<file path="src/hw/timer_pkg.sv">
// Constants, types and the count step shared by the dual timer/counter.
package timer_pkg;
   // ************************************************************
   // Register map (byte addresses on the APB port).
   // ************************************************************
   localparam logic [7:0] ADDR_MODE = 8'h00;
   localparam logic [7:0] ADDR_CTRL = 8'h04;
   localparam logic [7:0] ADDR_T0_LO = 8'h08;
   localparam logic [7:0] ADDR_T0_HI = 8'h0c;
   localparam logic [7:0] ADDR_T1_LO = 8'h10;
   localparam logic [7:0] ADDR_T1_HI = 8'h14;
   localparam logic [7:0] ADDR_STATUS = 8'h18;
   localparam logic [7:0] ADDR_MASK = 8'h1c;
   // ************************************************************
   // Field positions.
   // ************************************************************
   localparam int MODE_M0_LSB = 0;
   localparam int MODE_CT0 = 2;
   localparam int MODE_GATE0 = 3;
   localparam int MODE_M1_LSB = 4;
   localparam int MODE_CT1 = 6;
   localparam int MODE_GATE1 = 7;
   localparam int CTRL_RUN0 = 0;
   localparam int CTRL_RUN1 = 1;
   localparam int CTRL_TOG0 = 2;
   localparam int CTRL_TOG1 = 3;
   localparam int STAT_OVF0 = 0;
   localparam int STAT_OVF1 = 1;
   localparam int PIN_GATE0 = 2;
   localparam int PIN_GATE1 = 3;
   localparam int LOW_BITS_13 = 5;
   // ************************************************************
   // Timing.
   // ************************************************************
   localparam int CLOCK_MHZ = 250;
   localparam int MC_CLOCKS = 6;
   localparam logic [2:0] DIV_LAST = 3'(MC_CLOCKS - 1);
   // ************************************************************
   // Types.
   // ************************************************************
   typedef enum logic [1:0] {
      MODE_13BIT = 2'b00,
      MODE_16BIT = 2'b01,
      MODE_RELOAD = 2'b10,
      MODE_SPLIT = 2'b11
   } mode_e;
   typedef struct packed {
      logic ovf;
      logic [7:0] lo;
      logic [7:0] hi;
   } step_s;
   typedef struct packed {
      logic [3:0] sync1;
      logic [3:0] sync2;
      logic [3:0] sync3;
      logic [3:0] level;
      logic [2:0] div;
      logic [1:0] prev;
      logic [7:0] mode_bits;
      logic [3:0] ctrl;
      logic [7:0] t0_lo;
      logic [7:0] t0_hi;
      logic [7:0] t1_lo;
      logic [7:0] t1_hi;
      logic [1:0] status;
      logic [1:0] mask;
      logic [1:0] tog;
      logic baud;
      logic irq;
      logic pready;
      logic pslverr;
      logic [31:0] prdata;
   } state_s;

   // One count step of a timer in modes 0, 1 and 2.
   function automatic step_s count_step(input mode_e m, input logic [7:0] lo,
                                        input logic [7:0] hi);
      step_s s;
      logic [13:0] sum13;
      logic [16:0] sum16;
      logic [8:0] sum8;
      s = '{ovf: 1'b0, lo: lo, hi: hi};
      sum13 = {1'b0, hi, lo[LOW_BITS_13-1:0]} + 14'h0001;
      sum16 = {1'b0, hi, lo} + 17'h00001;
      sum8 = {1'b0, lo} + 9'h001;
      case (m)
         MODE_13BIT: begin
            // The top three low-byte bits are left as they stand.
            s.ovf = sum13[13];
            s.hi = sum13[12:LOW_BITS_13];
            s.lo = {lo[7:LOW_BITS_13], sum13[LOW_BITS_13-1:0]};
         end
         MODE_16BIT: begin
            s.ovf = sum16[16];
            s.hi = sum16[15:8];
            s.lo = sum16[7:0];
         end
         MODE_RELOAD: begin
            s.ovf = sum8[8];
            s.lo = sum8[8] ? hi : sum8[7:0];
         end
         default: begin
            s.ovf = 1'b0;
         end
      endcase
      return s;
   endfunction : count_step
endpackage : timer_pkg

</file>
<file path="src/hw/dual_timer.sv">
// Dual four-mode timer/counter with an APB register port.
`timescale 1ns/10ps
module dual_timer (
   input wire logic pclk,
   input wire logic presetn,
   input wire logic psel,
   input wire logic penable,
   input wire logic pwrite,
   input wire logic [7:0] paddr,
   input wire logic [31:0] pwdata,
   output logic [31:0] prdata,
   output logic pready,
   output logic pslverr,
   input wire logic [1:0] count_pin_in,
   output logic [1:0] count_pin_out,
   output logic [1:0] count_pin_oe,
   input wire logic [1:0] gate_input_pin,
   output logic irq,
   output logic baud_tick
);
   timer_pkg::state_s st_reg;
   timer_pkg::state_s st_next;

   // ************************************************************
   // Register decode.
   // ************************************************************
   function automatic logic reg_known(input logic [7:0] a);
      case (a)
         timer_pkg::ADDR_MODE,
         timer_pkg::ADDR_CTRL,
         timer_pkg::ADDR_T0_LO,
         timer_pkg::ADDR_T0_HI,
         timer_pkg::ADDR_T1_LO,
         timer_pkg::ADDR_T1_HI,
         timer_pkg::ADDR_STATUS,
         timer_pkg::ADDR_MASK: reg_known = 1'b1;
         default: reg_known = 1'b0;
      endcase
   endfunction : reg_known

   function automatic logic [31:0] read_mux(input timer_pkg::state_s s,
                                            input logic [7:0] a);
      read_mux = 32'h0000_0000;
      case (a)
         timer_pkg::ADDR_MODE: read_mux[7:0] = s.mode_bits;
         timer_pkg::ADDR_CTRL: read_mux[3:0] = s.ctrl;
         timer_pkg::ADDR_T0_LO: read_mux[7:0] = s.t0_lo;
         timer_pkg::ADDR_T0_HI: read_mux[7:0] = s.t0_hi;
         timer_pkg::ADDR_T1_LO: read_mux[7:0] = s.t1_lo;
         timer_pkg::ADDR_T1_HI: read_mux[7:0] = s.t1_hi;
         timer_pkg::ADDR_STATUS: read_mux[1:0] = s.status;
         timer_pkg::ADDR_MASK: read_mux[1:0] = s.mask;
         default: read_mux = 32'h0000_0000;
      endcase
   endfunction : read_mux

   // ************************************************************
   // Next-state logic.
   // ************************************************************
   always_comb begin
      logic mc;
      logic [1:0] fall;
      timer_pkg::mode_e m0;
      timer_pkg::mode_e m1;
      logic tick0;
      logic tick1;
      logic ovf0;
      logic ovf1;
      logic ovf_hi;
      logic set0;
      logic set1;
      logic access;
      timer_pkg::step_s s0;
      timer_pkg::step_s s1;
      mc = 1'b0;
      fall = 2'b00;
      m0 = timer_pkg::MODE_13BIT;
      m1 = timer_pkg::MODE_13BIT;
      tick0 = 1'b0;
      tick1 = 1'b0;
      ovf0 = 1'b0;
      ovf1 = 1'b0;
      ovf_hi = 1'b0;
      set0 = 1'b0;
      set1 = 1'b0;
      access = 1'b0;
      s0 = '0;
      s1 = '0;
      st_next = st_reg;

      // Pins pass three flops; a level is accepted once the last two agree.
      st_next.sync1 = {gate_input_pin, count_pin_in};
      st_next.sync2 = st_reg.sync1;
      st_next.sync3 = st_reg.sync2;
      for (int i = 0; i < 4; i++) begin
         if (st_reg.sync2[i] == st_reg.sync3[i]) begin
            st_next.level[i] = st_reg.sync3[i];
         end
      end

      // Machine cycle enable from a divide-by-six counter.
      mc = (st_reg.div == timer_pkg::DIV_LAST);
      st_next.div = mc ? 3'h0 : st_reg.div + 3'h1;

      // The count pins are sampled once per machine cycle only, so a
      // level shorter than a machine cycle may be missed entirely.
      if (mc) begin
         fall = st_reg.prev & ~st_reg.level[1:0];
         st_next.prev = st_reg.level[1:0];
      end

      m0 = timer_pkg::mode_e'(st_reg.mode_bits[timer_pkg::MODE_M0_LSB +: 2]);
      m1 = timer_pkg::mode_e'(st_reg.mode_bits[timer_pkg::MODE_M1_LSB +: 2]);

      tick0 = st_reg.ctrl[timer_pkg::CTRL_RUN0]
         & (~st_reg.mode_bits[timer_pkg::MODE_GATE0]
            | st_reg.level[timer_pkg::PIN_GATE0])
         & (st_reg.mode_bits[timer_pkg::MODE_CT0] ? fall[0] : mc);
      tick1 = st_reg.ctrl[timer_pkg::CTRL_RUN1]
         & (m1 != timer_pkg::MODE_SPLIT)
         & (~st_reg.mode_bits[timer_pkg::MODE_GATE1]
            | st_reg.level[timer_pkg::PIN_GATE1])
         & (st_reg.mode_bits[timer_pkg::MODE_CT1] ? fall[1] : mc);

      // ************************************************************
      // Counting.
      // ************************************************************
      if (m0 == timer_pkg::MODE_SPLIT) begin
         if (tick0) begin
            {ovf0, st_next.t0_lo} = {1'b0, st_reg.t0_lo} + 9'h001;
         end
         if (st_reg.ctrl[timer_pkg::CTRL_RUN1] && mc) begin
            {ovf_hi, st_next.t0_hi} = {1'b0, st_reg.t0_hi} + 9'h001;
         end
      end else if (tick0) begin
         s0 = timer_pkg::count_step(m0, st_reg.t0_lo, st_reg.t0_hi);
         ovf0 = s0.ovf;
         st_next.t0_lo = s0.lo;
         st_next.t0_hi = s0.hi;
      end

      if (tick1) begin
         s1 = timer_pkg::count_step(m1, st_reg.t1_lo, st_reg.t1_hi);
         ovf1 = s1.ovf;
         st_next.t1_lo = s1.lo;
         st_next.t1_hi = s1.hi;
      end

      set0 = ovf0;
      // Under split mode the high byte of timer 0 owns timer 1's flag,
      // while timer 1's own overflow still drives the baud tick.
      set1 = (m0 == timer_pkg::MODE_SPLIT) ? ovf_hi : ovf1;
      st_next.baud = ovf1;

      // ************************************************************
      // Toggle outputs.
      // ************************************************************
      if (!st_reg.ctrl[timer_pkg::CTRL_TOG0]) begin
         st_next.tog[0] = 1'b1;
      end else if (ovf0) begin
         st_next.tog[0] = ~st_reg.tog[0];
      end
      if (!st_reg.ctrl[timer_pkg::CTRL_TOG1]) begin
         st_next.tog[1] = 1'b1;
      end else if (ovf1) begin
         st_next.tog[1] = ~st_reg.tog[1];
      end

      // ************************************************************
      // APB slave: one wait state, then pready for one cycle.
      // ************************************************************
      access = psel & penable;
      st_next.pready = access & ~st_reg.pready;
      // The error flag answers with pready only, so it never outlives it.
      st_next.pslverr = 1'b0;
      if (access && !st_reg.pready) begin
         st_next.prdata = pwrite ? 32'h0000_0000 : read_mux(st_reg, paddr);
         st_next.pslverr = ~reg_known(paddr);
      end

      // Software writes land after counting, so a write to a count byte
      // wins over an increment in the same cycle.
      if (access && st_reg.pready && pwrite && !st_reg.pslverr) begin
         case (paddr)
            timer_pkg::ADDR_MODE: st_next.mode_bits = pwdata[7:0];
            timer_pkg::ADDR_CTRL: st_next.ctrl = pwdata[3:0];
            timer_pkg::ADDR_T0_LO: st_next.t0_lo = pwdata[7:0];
            timer_pkg::ADDR_T0_HI: st_next.t0_hi = pwdata[7:0];
            timer_pkg::ADDR_T1_LO: st_next.t1_lo = pwdata[7:0];
            timer_pkg::ADDR_T1_HI: st_next.t1_hi = pwdata[7:0];
            timer_pkg::ADDR_STATUS: begin
               st_next.status = st_reg.status & ~pwdata[1:0];
            end
            timer_pkg::ADDR_MASK: st_next.mask = pwdata[1:0];
            default: st_next.mask = st_reg.mask;
         endcase
      end

      // An overflow in the cycle of a clear still leaves its flag set.
      st_next.status[timer_pkg::STAT_OVF0] =
         st_next.status[timer_pkg::STAT_OVF0] | set0;
      st_next.status[timer_pkg::STAT_OVF1] =
         st_next.status[timer_pkg::STAT_OVF1] | set1;
      st_next.irq = |(st_next.status & st_next.mask);
   end

   // ************************************************************
   // State register.
   // ************************************************************
   always_ff @(posedge pclk or negedge presetn) begin
      if (!presetn) begin
         st_reg <= '0;
      end else begin
         st_reg <= st_next;
      end
   end

   assign prdata = st_reg.prdata;
   assign pready = st_reg.pready;
   assign pslverr = st_reg.pslverr;
   assign count_pin_out = st_reg.tog;
   assign count_pin_oe = {st_reg.ctrl[timer_pkg::CTRL_TOG1],
                          st_reg.ctrl[timer_pkg::CTRL_TOG0]};
   assign irq = st_reg.irq;
   assign baud_tick = st_reg.baud;
endmodule : dual_timer

</file>
<file path="config.mk">
export PLATFORM = sky130hd
export DESIGN_NAME = dual_timer
export DESIGN_NICKNAME = d
export VERILOG_FILES = /design/src/hw/timer_pkg.sv /design/src/hw/dual_timer.sv
export SDC_FILE = /design/constraint.sdc
export NUM_CORES = 1
export LEC_CHECK = 0
export ABC_AREA = 1
export CORE_MARGIN = 8
export CORE_UTILIZATION = 55
export CTS_BUF_LIST = sky130_fd_sc_hd__clkbuf_8
export DETAILED_ROUTE_END_ITERATION = 8
export DONT_BUFFER_PORTS = 1
export HOLD_SLACK_MARGIN = 0.12
export PLACE_DENSITY_LB_ADDON = 0.05
export SLEW_MARGIN = 10
export SYNTH_ARGS = -nofsm -noshare
export SYNTH_HDL_FRONTEND = slang
export SYNTH_SLANG_ARGS = --single-unit
</file>
<file path="constraint.sdc">
create_clock -name pclk -period 2.1 [get_ports pclk]
set_input_delay 0.21 -clock pclk [delete_from_list [all_inputs] [get_ports pclk]]
set_output_delay 0.21 -clock pclk [all_outputs]
set_load 0.01 [all_outputs]
</file>
==> impl_metrics.ini, run 1 <==
[outcome]
status = complete, no violations

[placement]
gp_congestion = 0.9624
hpwl_mm = 13.35
port_buffers = 0

[hold_path]
hold_path_class = primary input to flop

[layout]
layout_common_cells = 224 x nand2_1, 89 x nor2_1, 86 x inv_1
n_fill_cell = 1011
syn2layout_area_growth_pct = 7.010
fin_nets = 923
finish.utilization = 0.5936
drive_gt1_frac = 0.1084
final_common_cell = nand2_1
largest_reg_flops = 59

[sta]
final_max_slew_viol_count = 0
fin_setup_tns_ns = 0
grt_setup_unrepaired = false
fin_worst_skew_ns = 0.01644
worst_slew_pin_slew_ns = 0.5417
post-route-period-util = 0.9184
timing.slew.headroom = 0.6380
setup_viol = 0
hold_violations = 0
min_period_ns = 1.929
clock.fmax_ghz = 0.5185

[grt]
overflow = 0
grt_pass1_wl_mm = 28.80
grt_max_degree = 84
grtUsageTotal = 0.2530
antenna_found_initial = 1
grt_pass1_vias = 5399

[route]
drt-initial-drc-count = 606
first_pass_iters = 5
post-route-drc-count = 0
num_vias = 5779
wire_per_inst_um = 17.59
postRouteWirelength_mm = 17.89
vias_per_cell = 5.682
postRouteAntennaNets = 0

[die]
fp.dieH_um = 119.6
coreArea_um2 = 10650
dieArea_um2 = 14310
initial_core_util = 0.5547
io_pins = 89
row_count = 38
die_w_um = 119.6

[critical_path]
crit_slowest_cell = dlygate4sd3_1
cp_top_family = buffers and inverters
critPathMaxFanout = 6
crit_path_end_kind = flop
crit_chain = dlygate4sd3_1, nand2_1, dlygate4sd3_1, nor2_1, clkinv_1, nor2_1, o21ai_0, nand2_1
crit_type = primary input to flop
path_buf_inv = 3
critPathLaunchType = primary input
cp.arrival_ns = 2.26
required_ns = 2.43
max_stage_delay_ns = 0.57

[yosys]
synth_cell_types = 44
synth_area_per_cell_um2 = 6.926
postSynthCellCount = 853
ys_seq_area_frac = 0.3515
ys_top_cells_by_area = dfrtp_1 35%, nand2_1 14%, nand3_1 7.2%, nor2_1 5.7%, inv_1 5.5%
synth_area_um2 = 5908
ys_seq_elements = 83
yosysTopAreaCell = dfrtp_1
synth_top_area_frac = 0.3515
ys_warn_count = 0

[cts]
cts_root_buf = clkbuf_8
cts_sinks = 83
path_clk_slew_ns = 0.10
cts_buffers = 9
clk_path_buf_depth = 2
clk_latency_ns = 0.39
cts_tree = yes
htreeDepth = 3
cts_setup_buffers = 0

[power]
power_leakage_nw = 3.292
p_per_area_nw_per_um2 = 502.5
max-vdd-ir-drop_v = 0.0005605

[run]
drv_cap = 0
-- synth_stat cells (all sizes together) --
cell and count:
buf 55, o21ai 63, ha 3, nand4 9, o21bai 1, clkinv 4, dfrtp 83, xor2 3
nor3 12, inv 94, a31oi 5, maj3 4, and2 1, a21boi 2, o22ai 15, nand3 89
nor2 104, o211ai 8, a22oi 3, nand3b 1, o21a 1, mux2 1, a21oi 47, conb 1
nor4 1, xnor2 1, nand2 241, o221ai 1
-- per-layer routing --
metal / part of all wire / up-vias / GRT usage
met4: 0.019 / 0 / 0.09680
met2: 0.43 / 274 / 0.3709
met1: 0.45 / 2715 / 0.3455
met5: 0 / - / 0
met3: 0.10 / 30 / 0.07327
li1: - / 2760 / -
-- stage by stage --
step                      hold WS [ns]  worst slack, ns  power, mW  std cells  area (um^2)
after detailed placement      -0.08281           0.2392      1.930        982         5922
final                           0.1644           0.1713      3.177       1017         6322
after global placement        -0.08279           0.2491      1.925        982         5922
after CTS                      -0.5175           0.2152      3.160       1014         6279
after global routing            0.1901          0.01206      3.290       1017         6322
after floorplan               -0.08559           0.5008      1.911        876         5995
-- final cells by class --
type | count | area (um^2) | area share
Inverter | 98 | 375.4 | 0.05937
Clock inverter | 7 | 72.57 | 0.01148
Tap cell | 140 | 175.2 | 0.02771
Clock buffer | 9 | 123.9 | 0.01959
Multi-Input combinational cell | 640 | 3141 | 0.4967
Antenna cell | 1 | 2.502 | 0.0003958
Timing Repair Buffer | 39 | 355.3 | 0.05620
Sequential cell | 83 | 2077 | 0.3285
-- power breakdown --
part           internal [mW]  switching, mW
Clock                  0.464          0.726
Sequential              1.63         0.0272
Combinational          0.101          0.228
-- worst register-to-register path, cell delays in order, from the launching register on --
cell and delay, ns:
dfrtp_1 0.44, ha_1 0.26, nand2_2 0.14, nor2_8 0.07
nand2_4 0.17, clkinvlp_4 0.19, nand2_1 0.10, nand2_1 0.08
nand3_1 0.12, nand2_1 0.09, nand2_1 0.06, nand2_1 0.04
-- kinds of logic (layout without fill, tap and decap cells) --
logic type                 Yosys count  in the layout  share of synthesized area
and+or+nand+nor                    458            458                     0.3585
buffers and inverters              153            153                     0.1315
AOI/OAI and AO/OA                  146            146                     0.1368
other                                1             25                  0.0006347
muxes                                1              1                   0.001906
adders and majority gates            7              7                    0.01313
xor gates and xnor gates             4              4                   0.005931
DFF                                 83             83                     0.3515
-- timing repair --
action                     CTS  global route
hold buffers                16             2
gates resized for setup      0             1
setup endpoints to repair    0             1
hold endpoints to repair   141            83
-- worst paths after layout --
check / startpoint / endpoint / slack (ns) / cells past startpoint
max reg2reg: st_reg[50]$_DFF_PN0_ / irq$_DFF_PN0_ / 0.22 / 11
max in group asynchronous: presetn / st_reg[92]$_DFFE_PN0N_ / 1.36 / 2
max: penable / prdata[5]$_DFFE_PN0P_ / 0.17 / 8
min in group asynchronous: presetn / st_reg[42]$_DFF_PN0_ / 0.40 / 2
min: pwdata[0] / st_reg[74]$_DFFE_PN0P_ / 0.16 / 2
min reg2reg: st_next[99]$_DFF_PN0_ / st_next[95]$_DFF_PN0_ / 0.36 / 0
Note: power is estimated with default switching activity, not from simulation.
==> run 2: changes to the inputs <==
REMOVE_ABC_BUFFERS = 1   (was not set)
==> run 2 against run 1 <==
Effect of this change:
- the flow now finishes with violations (negative hold slack)
- register-to-register slack worse by 0.03 ns
- utilization shrank 0.21 points
- clock skew grew 0.0029 ns
- setup slack better by 0.021 ns
- critical path depth increased by 1
- wire length about the same
- hold slack got worse by 0.64 ns
- critical path type is now flop to flop
- largest power group unchanged
==> impl_metrics.ini, run 2 (synthesis gave the netlist of run 1 again) <==
[critical_path]
crit_type = flop to flop
critPathLaunchType = flop
regToRegEndpoint = st_reg[66]$_DFF_PN0_
required_ns = 2.39
crit_path_end_kind = flop
reg2reg_setup_slack_ns = 0.19
cp.arrival_ns = 2.19
r2r_start = st_reg[67]$_DFF_PN0_
r2r_cells = 9
critPathMaxFanout = 5

[placement]
placed_cell_area_um2 = 5922
port_buffers = 0
hpwl_mm = 13.40
place_ws_ns = 0.2380
gp_congestion = 0.9513

[layout]
finish.utilization = 0.5915
fin_area_um2 = 6300
layout_common_cells = 224 x nand2_1, 87 x inv_1, 87 x nor2_1
drive_gt1_frac = 0.1088
largest_reg_flops = 59
seq_area_um2 = 2077
n_fill_cell = 1073
fin_nets = 920
multi_input_area_um2 = 3146
final_common_cell = nand2_1
diodes = 0
syn2layout_area_growth_pct = 6.629

[cts]
clk_latency_ns = 0.37
htreeDepth = 3
cts_tree = yes
cts_root_buf = clkbuf_8
cts_sinks = 83
cts_setup_buffers = 0
path_clk_slew_ns = 0.10
postCtsHoldBufs = 15
cts_buffers = 9
clk_path_buf_depth = 2

[die]
die_w_um = 119.6
fp.dieH_um = 119.6
dieArea_um2 = 14310
io_pins = 89
initial_core_util = 0.5547
coreArea_um2 = 10650
row_count = 38

[sta]
fin_worst_skew_ns = 0.01938
hold_violations = 83
post-route-period-util = 0.9083
worst_slack_ns = 0.1926
clock.fmax_ghz = 0.5243
setup_viol = 0
min_period_ns = 1.907
grt_setup_unrepaired = false
holdWs_ns = -0.4708
final_max_slew_viol_count = 0
fin_setup_tns_ns = 0

[power]
comb_power_share = 0.089
seqPwrFrac = 0.506
p_clk_frac = 0.405
power_leakage_nw = 3.284
switching_power_mw = 0.8681
p_per_area_nw_per_um2 = 519.2
swShare = 0.2654
internal-power_mw = 2.403
max-vdd-ir-drop_v = 0.0006655

[outcome]
status = finished with violations
violations = negative hold slack

[grt]
use_met1 = 0.3479
antenna_found_initial = 0
grt_busiest_layer = met2
use_met2 = 0.3839
met3_usage = 0.06341
grt_pass1_vias = 5470
grt_max_degree = 84
overflow = 0
grt_pass1_wl_mm = 29.01
grtUsageTotal = 0.2532

[route]
drt-initial-drc-count = 674
wire_per_inst_um = 17.65
postRouteWirelength_mm = 17.88
num_vias = 5746
vias_per_cell = 5.672
postRouteAntennaNets = 0
first_pass_iters = 5
post-route-drc-count = 0

[run]
drv_cap = 0

[hold_path]
hold_path_class = primary input to asynchronous set/reset pin
## run 2: changes by cell type in the layout (fill, tap and decap cells not counted), sizes merged
cell	delta
diode	-1
dlygate4sd3	-2
bufinv	+2
clkinvlp	-1
buf	-1
clkinv	-1
## run 2: routing by layer
metal | wire, um | up-vias | part of all wire
met3 | 1754 | 34 | 0.098
met4 | 306 | 0 | 0.017
li1 | - | 2747 | -
met5 | 0 | - | 0
met1 | 7871 | 2712 | 0.44
met2 | 7942 | 253 | 0.44
## run 2: how the worst max path moves through the flow
| stage | cells after the start | start | end |
|---|---|---|---|
| 2_1_floorplan | 12 | st_reg[88]$_DFF_PN0_ | st_reg[51]$_DFF_PN0_ |
| 4_1_cts | 8 | penable | prdata[5]$_DFFE_PN0P_ |
| 5_1_grt | 9 | penable | prdata[0]$_DFFE_PN0P_ |
| 3_5_place_dp | 10 | st_reg[51]$_DFF_PN0_ | count_pin_out[1]$_DFFE_PN0P_ |
| 6_report | 9 | st_reg[67]$_DFF_PN0_ | st_reg[66]$_DFF_PN0_ |
| 3_3_place_gp | 10 | st_reg[50]$_DFF_PN0_ | count_pin_out[1]$_DFFE_PN0P_ |
## run 2: power groups by stage
| stage | combinational [mW] | clock [mW] | sequential, mW |
|---|---|---|---|
| after floorplan | 0.189 | 0 | 1.68 |
| after global placement | 0.238 | 0 | 1.69 |
| after detailed placement | 0.243 | 0 | 1.69 |
| after CTS | 0.283 | 1.34 | 1.66 |
| after global routing | 0.322 | 1.40 | 1.66 |
| final | 0.290 | 1.33 | 1.66 |
## run 2: layout make-up
class                      instances  share of cell area
inverter                          98             0.05899
sequential                        83              0.3297
timing repair buffer              36             0.04886
clock inverter                     7             0.01569
tap                              140             0.02781
clock buffer                       9             0.01966
multi-input combinational        640              0.4993
## run 2: critical path: stages (launching register included)
cell and delay [ns]:
dfrtp_1 0.44, ha_1 0.20, nand2_1 0.11, inv_1 0.15
nand2_1 0.17, nor2_1 0.21, nand2_1 0.12, o21ai_0 0.17
o21ai_0 0.11, a31oi_1 0.16
## run 2: through the flow
stage	instances	total power, mW	hold slack [ns]
floorplan	821	1.871	-0.08559
global placement	982	1.925	-0.08323
detailed placement	982	1.931	-0.08313
CTS	1013	3.279	-0.4901
global route	1013	3.388	-0.4944
finish	1013	3.271	-0.4708
## run 2: timing repair
item,4_1_cts,5_1_grt
endpoints found under the setup margin,0,3
gates resized for setup,0,2
hold endpoints to repair,137,83
==> run 3: changes to the inputs <==
--- a/config.mk
+++ b/config.mk
@@ -8,2 +8,3 @@
 export ABC_AREA = 1
+export BUFFER_PORTS_ARGS = -buffer_cell sky130_fd_sc_hd__clkbuf_2
 export CORE_MARGIN = 8
@@ -12,3 +13,2 @@
 export DETAILED_ROUTE_END_ITERATION = 8
-export DONT_BUFFER_PORTS = 1
 export HOLD_SLACK_MARGIN = 0.12
==> constraint.sdc (replaced) <==
create_clock -name pclk -period 1.9 [get_ports pclk]
set_input_delay 0.095 -clock pclk [delete_from_list [all_inputs] [get_ports pclk]]
set_output_delay 0.095 -clock pclk [all_outputs]
set_load 0.01 [all_outputs]
==> run 3 against run 2 <==
Effect of this change:
- the flow now finishes without violations
- maximum frequency is 7.2% higher
- first-iteration DRC count decreased by 6.1%
- global-route usage is 0.71 points higher
- hold slack improved by 0.62 ns
- largest power group unchanged
- highest routed layer unchanged
==> impl_metrics.ini, run 3 (synthesis gave the netlist of run 1 again) <==
[sta]
hold_violations = 0
post-route-period-util = 0.9363
fin_worst_skew_ns = 0.01092
grt_setup_unrepaired = true
clock.fmax_ghz = 0.5621
min_period_ns = 1.779
setup_viol = 0
final_max_slew_viol_count = 0
worst_slack_ns = 0.1210

[route]
wire_per_inst_um = 17.32
vias_per_cell = 5.560
post-route-drc-count = 0
postRouteAntennaNets = 0
postRouteWirelength_mm = 18.74
num_vias = 6016
first_pass_iters = 5
drt-initial-drc-count = 633

[grt]
grt_max_degree = 64
grtUsageTotal = 0.2603
grt_pass1_wl_mm = 29.84
overflow = 0
antenna_found_initial = 0
grt_pass1_vias = 5746

[placement]
gp_congestion = 0.9538
dp_cells = 1047
hpwl_mm = 14.29
port_buffers = 40
place_ws_ns = 0.08607

[run]
drv_cap = 0

[layout]
stdcell_count = 1082
largest_reg_flops = 59
fin_nets = 989
final_common_cell = nand2_1
syn2layout_area_growth_pct = 14.10
drive_gt1_frac = 0.1794
diodes = 0
layout_common_cells = 223 x nand2_1, 87 x inv_1, 86 x nor2_1

[cts]
cts_buffers = 9
cts_tree = yes
cts_root_buf = clkbuf_8
path_clk_slew_ns = 0.10
clk_latency_ns = 0.37
htreeDepth = 3
cts_sinks = 83
clk_path_buf_depth = 2

[die]
fp.dieH_um = 119.6
initial_core_util = 0.5547
row_count = 38
io_pins = 89
coreArea_um2 = 10650
dieArea_um2 = 14310
die_w_um = 119.6

[critical_path]
critPathLaunchType = flop
crit_type = flop to flop
critPathMaxFanout = 11
cp.arrival_ns = 2.03
crit_path_end_kind = flop
required_ns = 2.15

[outcome]
status = complete, no violations

[hold_path]
hold_path_class = primary input to asynchronous set/reset pin

[power]
p_per_area_nw_per_um2 = 535.1
power_leakage_nw = 3.591
max-vdd-ir-drop_v = 0.0005778
run 3: changes by cell type in the layout (fill, tap and decap cells not counted), sizes merged:
cell | before | now
clkinvlp | 1 | 3
bufinv | 2 | 1
inv | 96 | 97
buf | 21 | 51
clkbuf | 9 | 48
clkinv | 6 | 4
run 3: routing by layer:
layer	GRT usage	routed length, um
met1	0.3565	8262
met4	0.07182	418
met5	0	0
met3	0.06388	1852
met2	0.4013	8206
run 3: path summary, 6_finish.rpt:
check	start	to	slack, ns	depth (start not counted)
worst max-delay path	st_reg[61]$_DFF_PN0_	count_pin_out[0]$_DFFE_PN0P_	0.12	7
worst min-delay path	presetn	st_reg[38]$_DFF_PN0_	0.15	2
worst max register to register	st_reg[61]$_DFF_PN0_	count_pin_out[0]$_DFFE_PN0P_	0.12	7
worst min register to register	st_next[102]$_DFF_PN0_	st_next[98]$_DFF_PN0_	0.36	0
max in group asynchronous	presetn	st_reg[87]$_DFFE_PN0N_	1.11	3
min in group pclk	pwdata[3]	st_reg[81]$_DFFE_PN0P_	0.15	3
run 3: final cells by class:
type	instances	area (um^2)
clock buffer	9	123.9
multi-input combinational	640	3168
clock inverter	7	83.83
fill	1009	3909
sequential	83	2078
inverter	98	371.6
tap	140	175.2
timing repair buffer	105	740.7
run 3: what timing repair did:
action / in CTS / in global routing
hold buffers: 15 / 0
hold endpoints to repair: 117 / 0
buffers inserted: 0 / 4
endpoints found under the setup margin: 0 / 15
gates resized for setup: 0 / 9
run 3: power by group:
part / internal, mW / switching, mW
clock network: 0.630 / 0.730
registers: 1.80 / 0.0236
logic: 0.142 / 0.280
total: 2.57 / 1.03
run 3: stage by stage:
stage          TNS (ns)  hold slack (ns)  utilization  power, mW  area, um^2
3_5_place_dp          0         0.009617       0.5939      2.247        6325
2_1_floorplan         0          -0.2006            -      2.068        5589
3_3_place_gp          0         0.005802       0.5939      2.239        6325
6_report              0           0.1533       0.6330      3.607        6741
5_1_grt        -0.02203           0.1369       0.6330      3.754        6741
4_1_cts               0           0.1428       0.6275      3.629        6683
run 3: worst max-delay path, stage by stage (launching register included):
cell and delay, ns:
dfrtp_1 0.58, nand3_1 0.18, nor2_2 0.19, nand3_2 0.14, a21oi_1 0.17, nand2_1 0.14, a21boi_0 0.16, o21ai_0 0.10
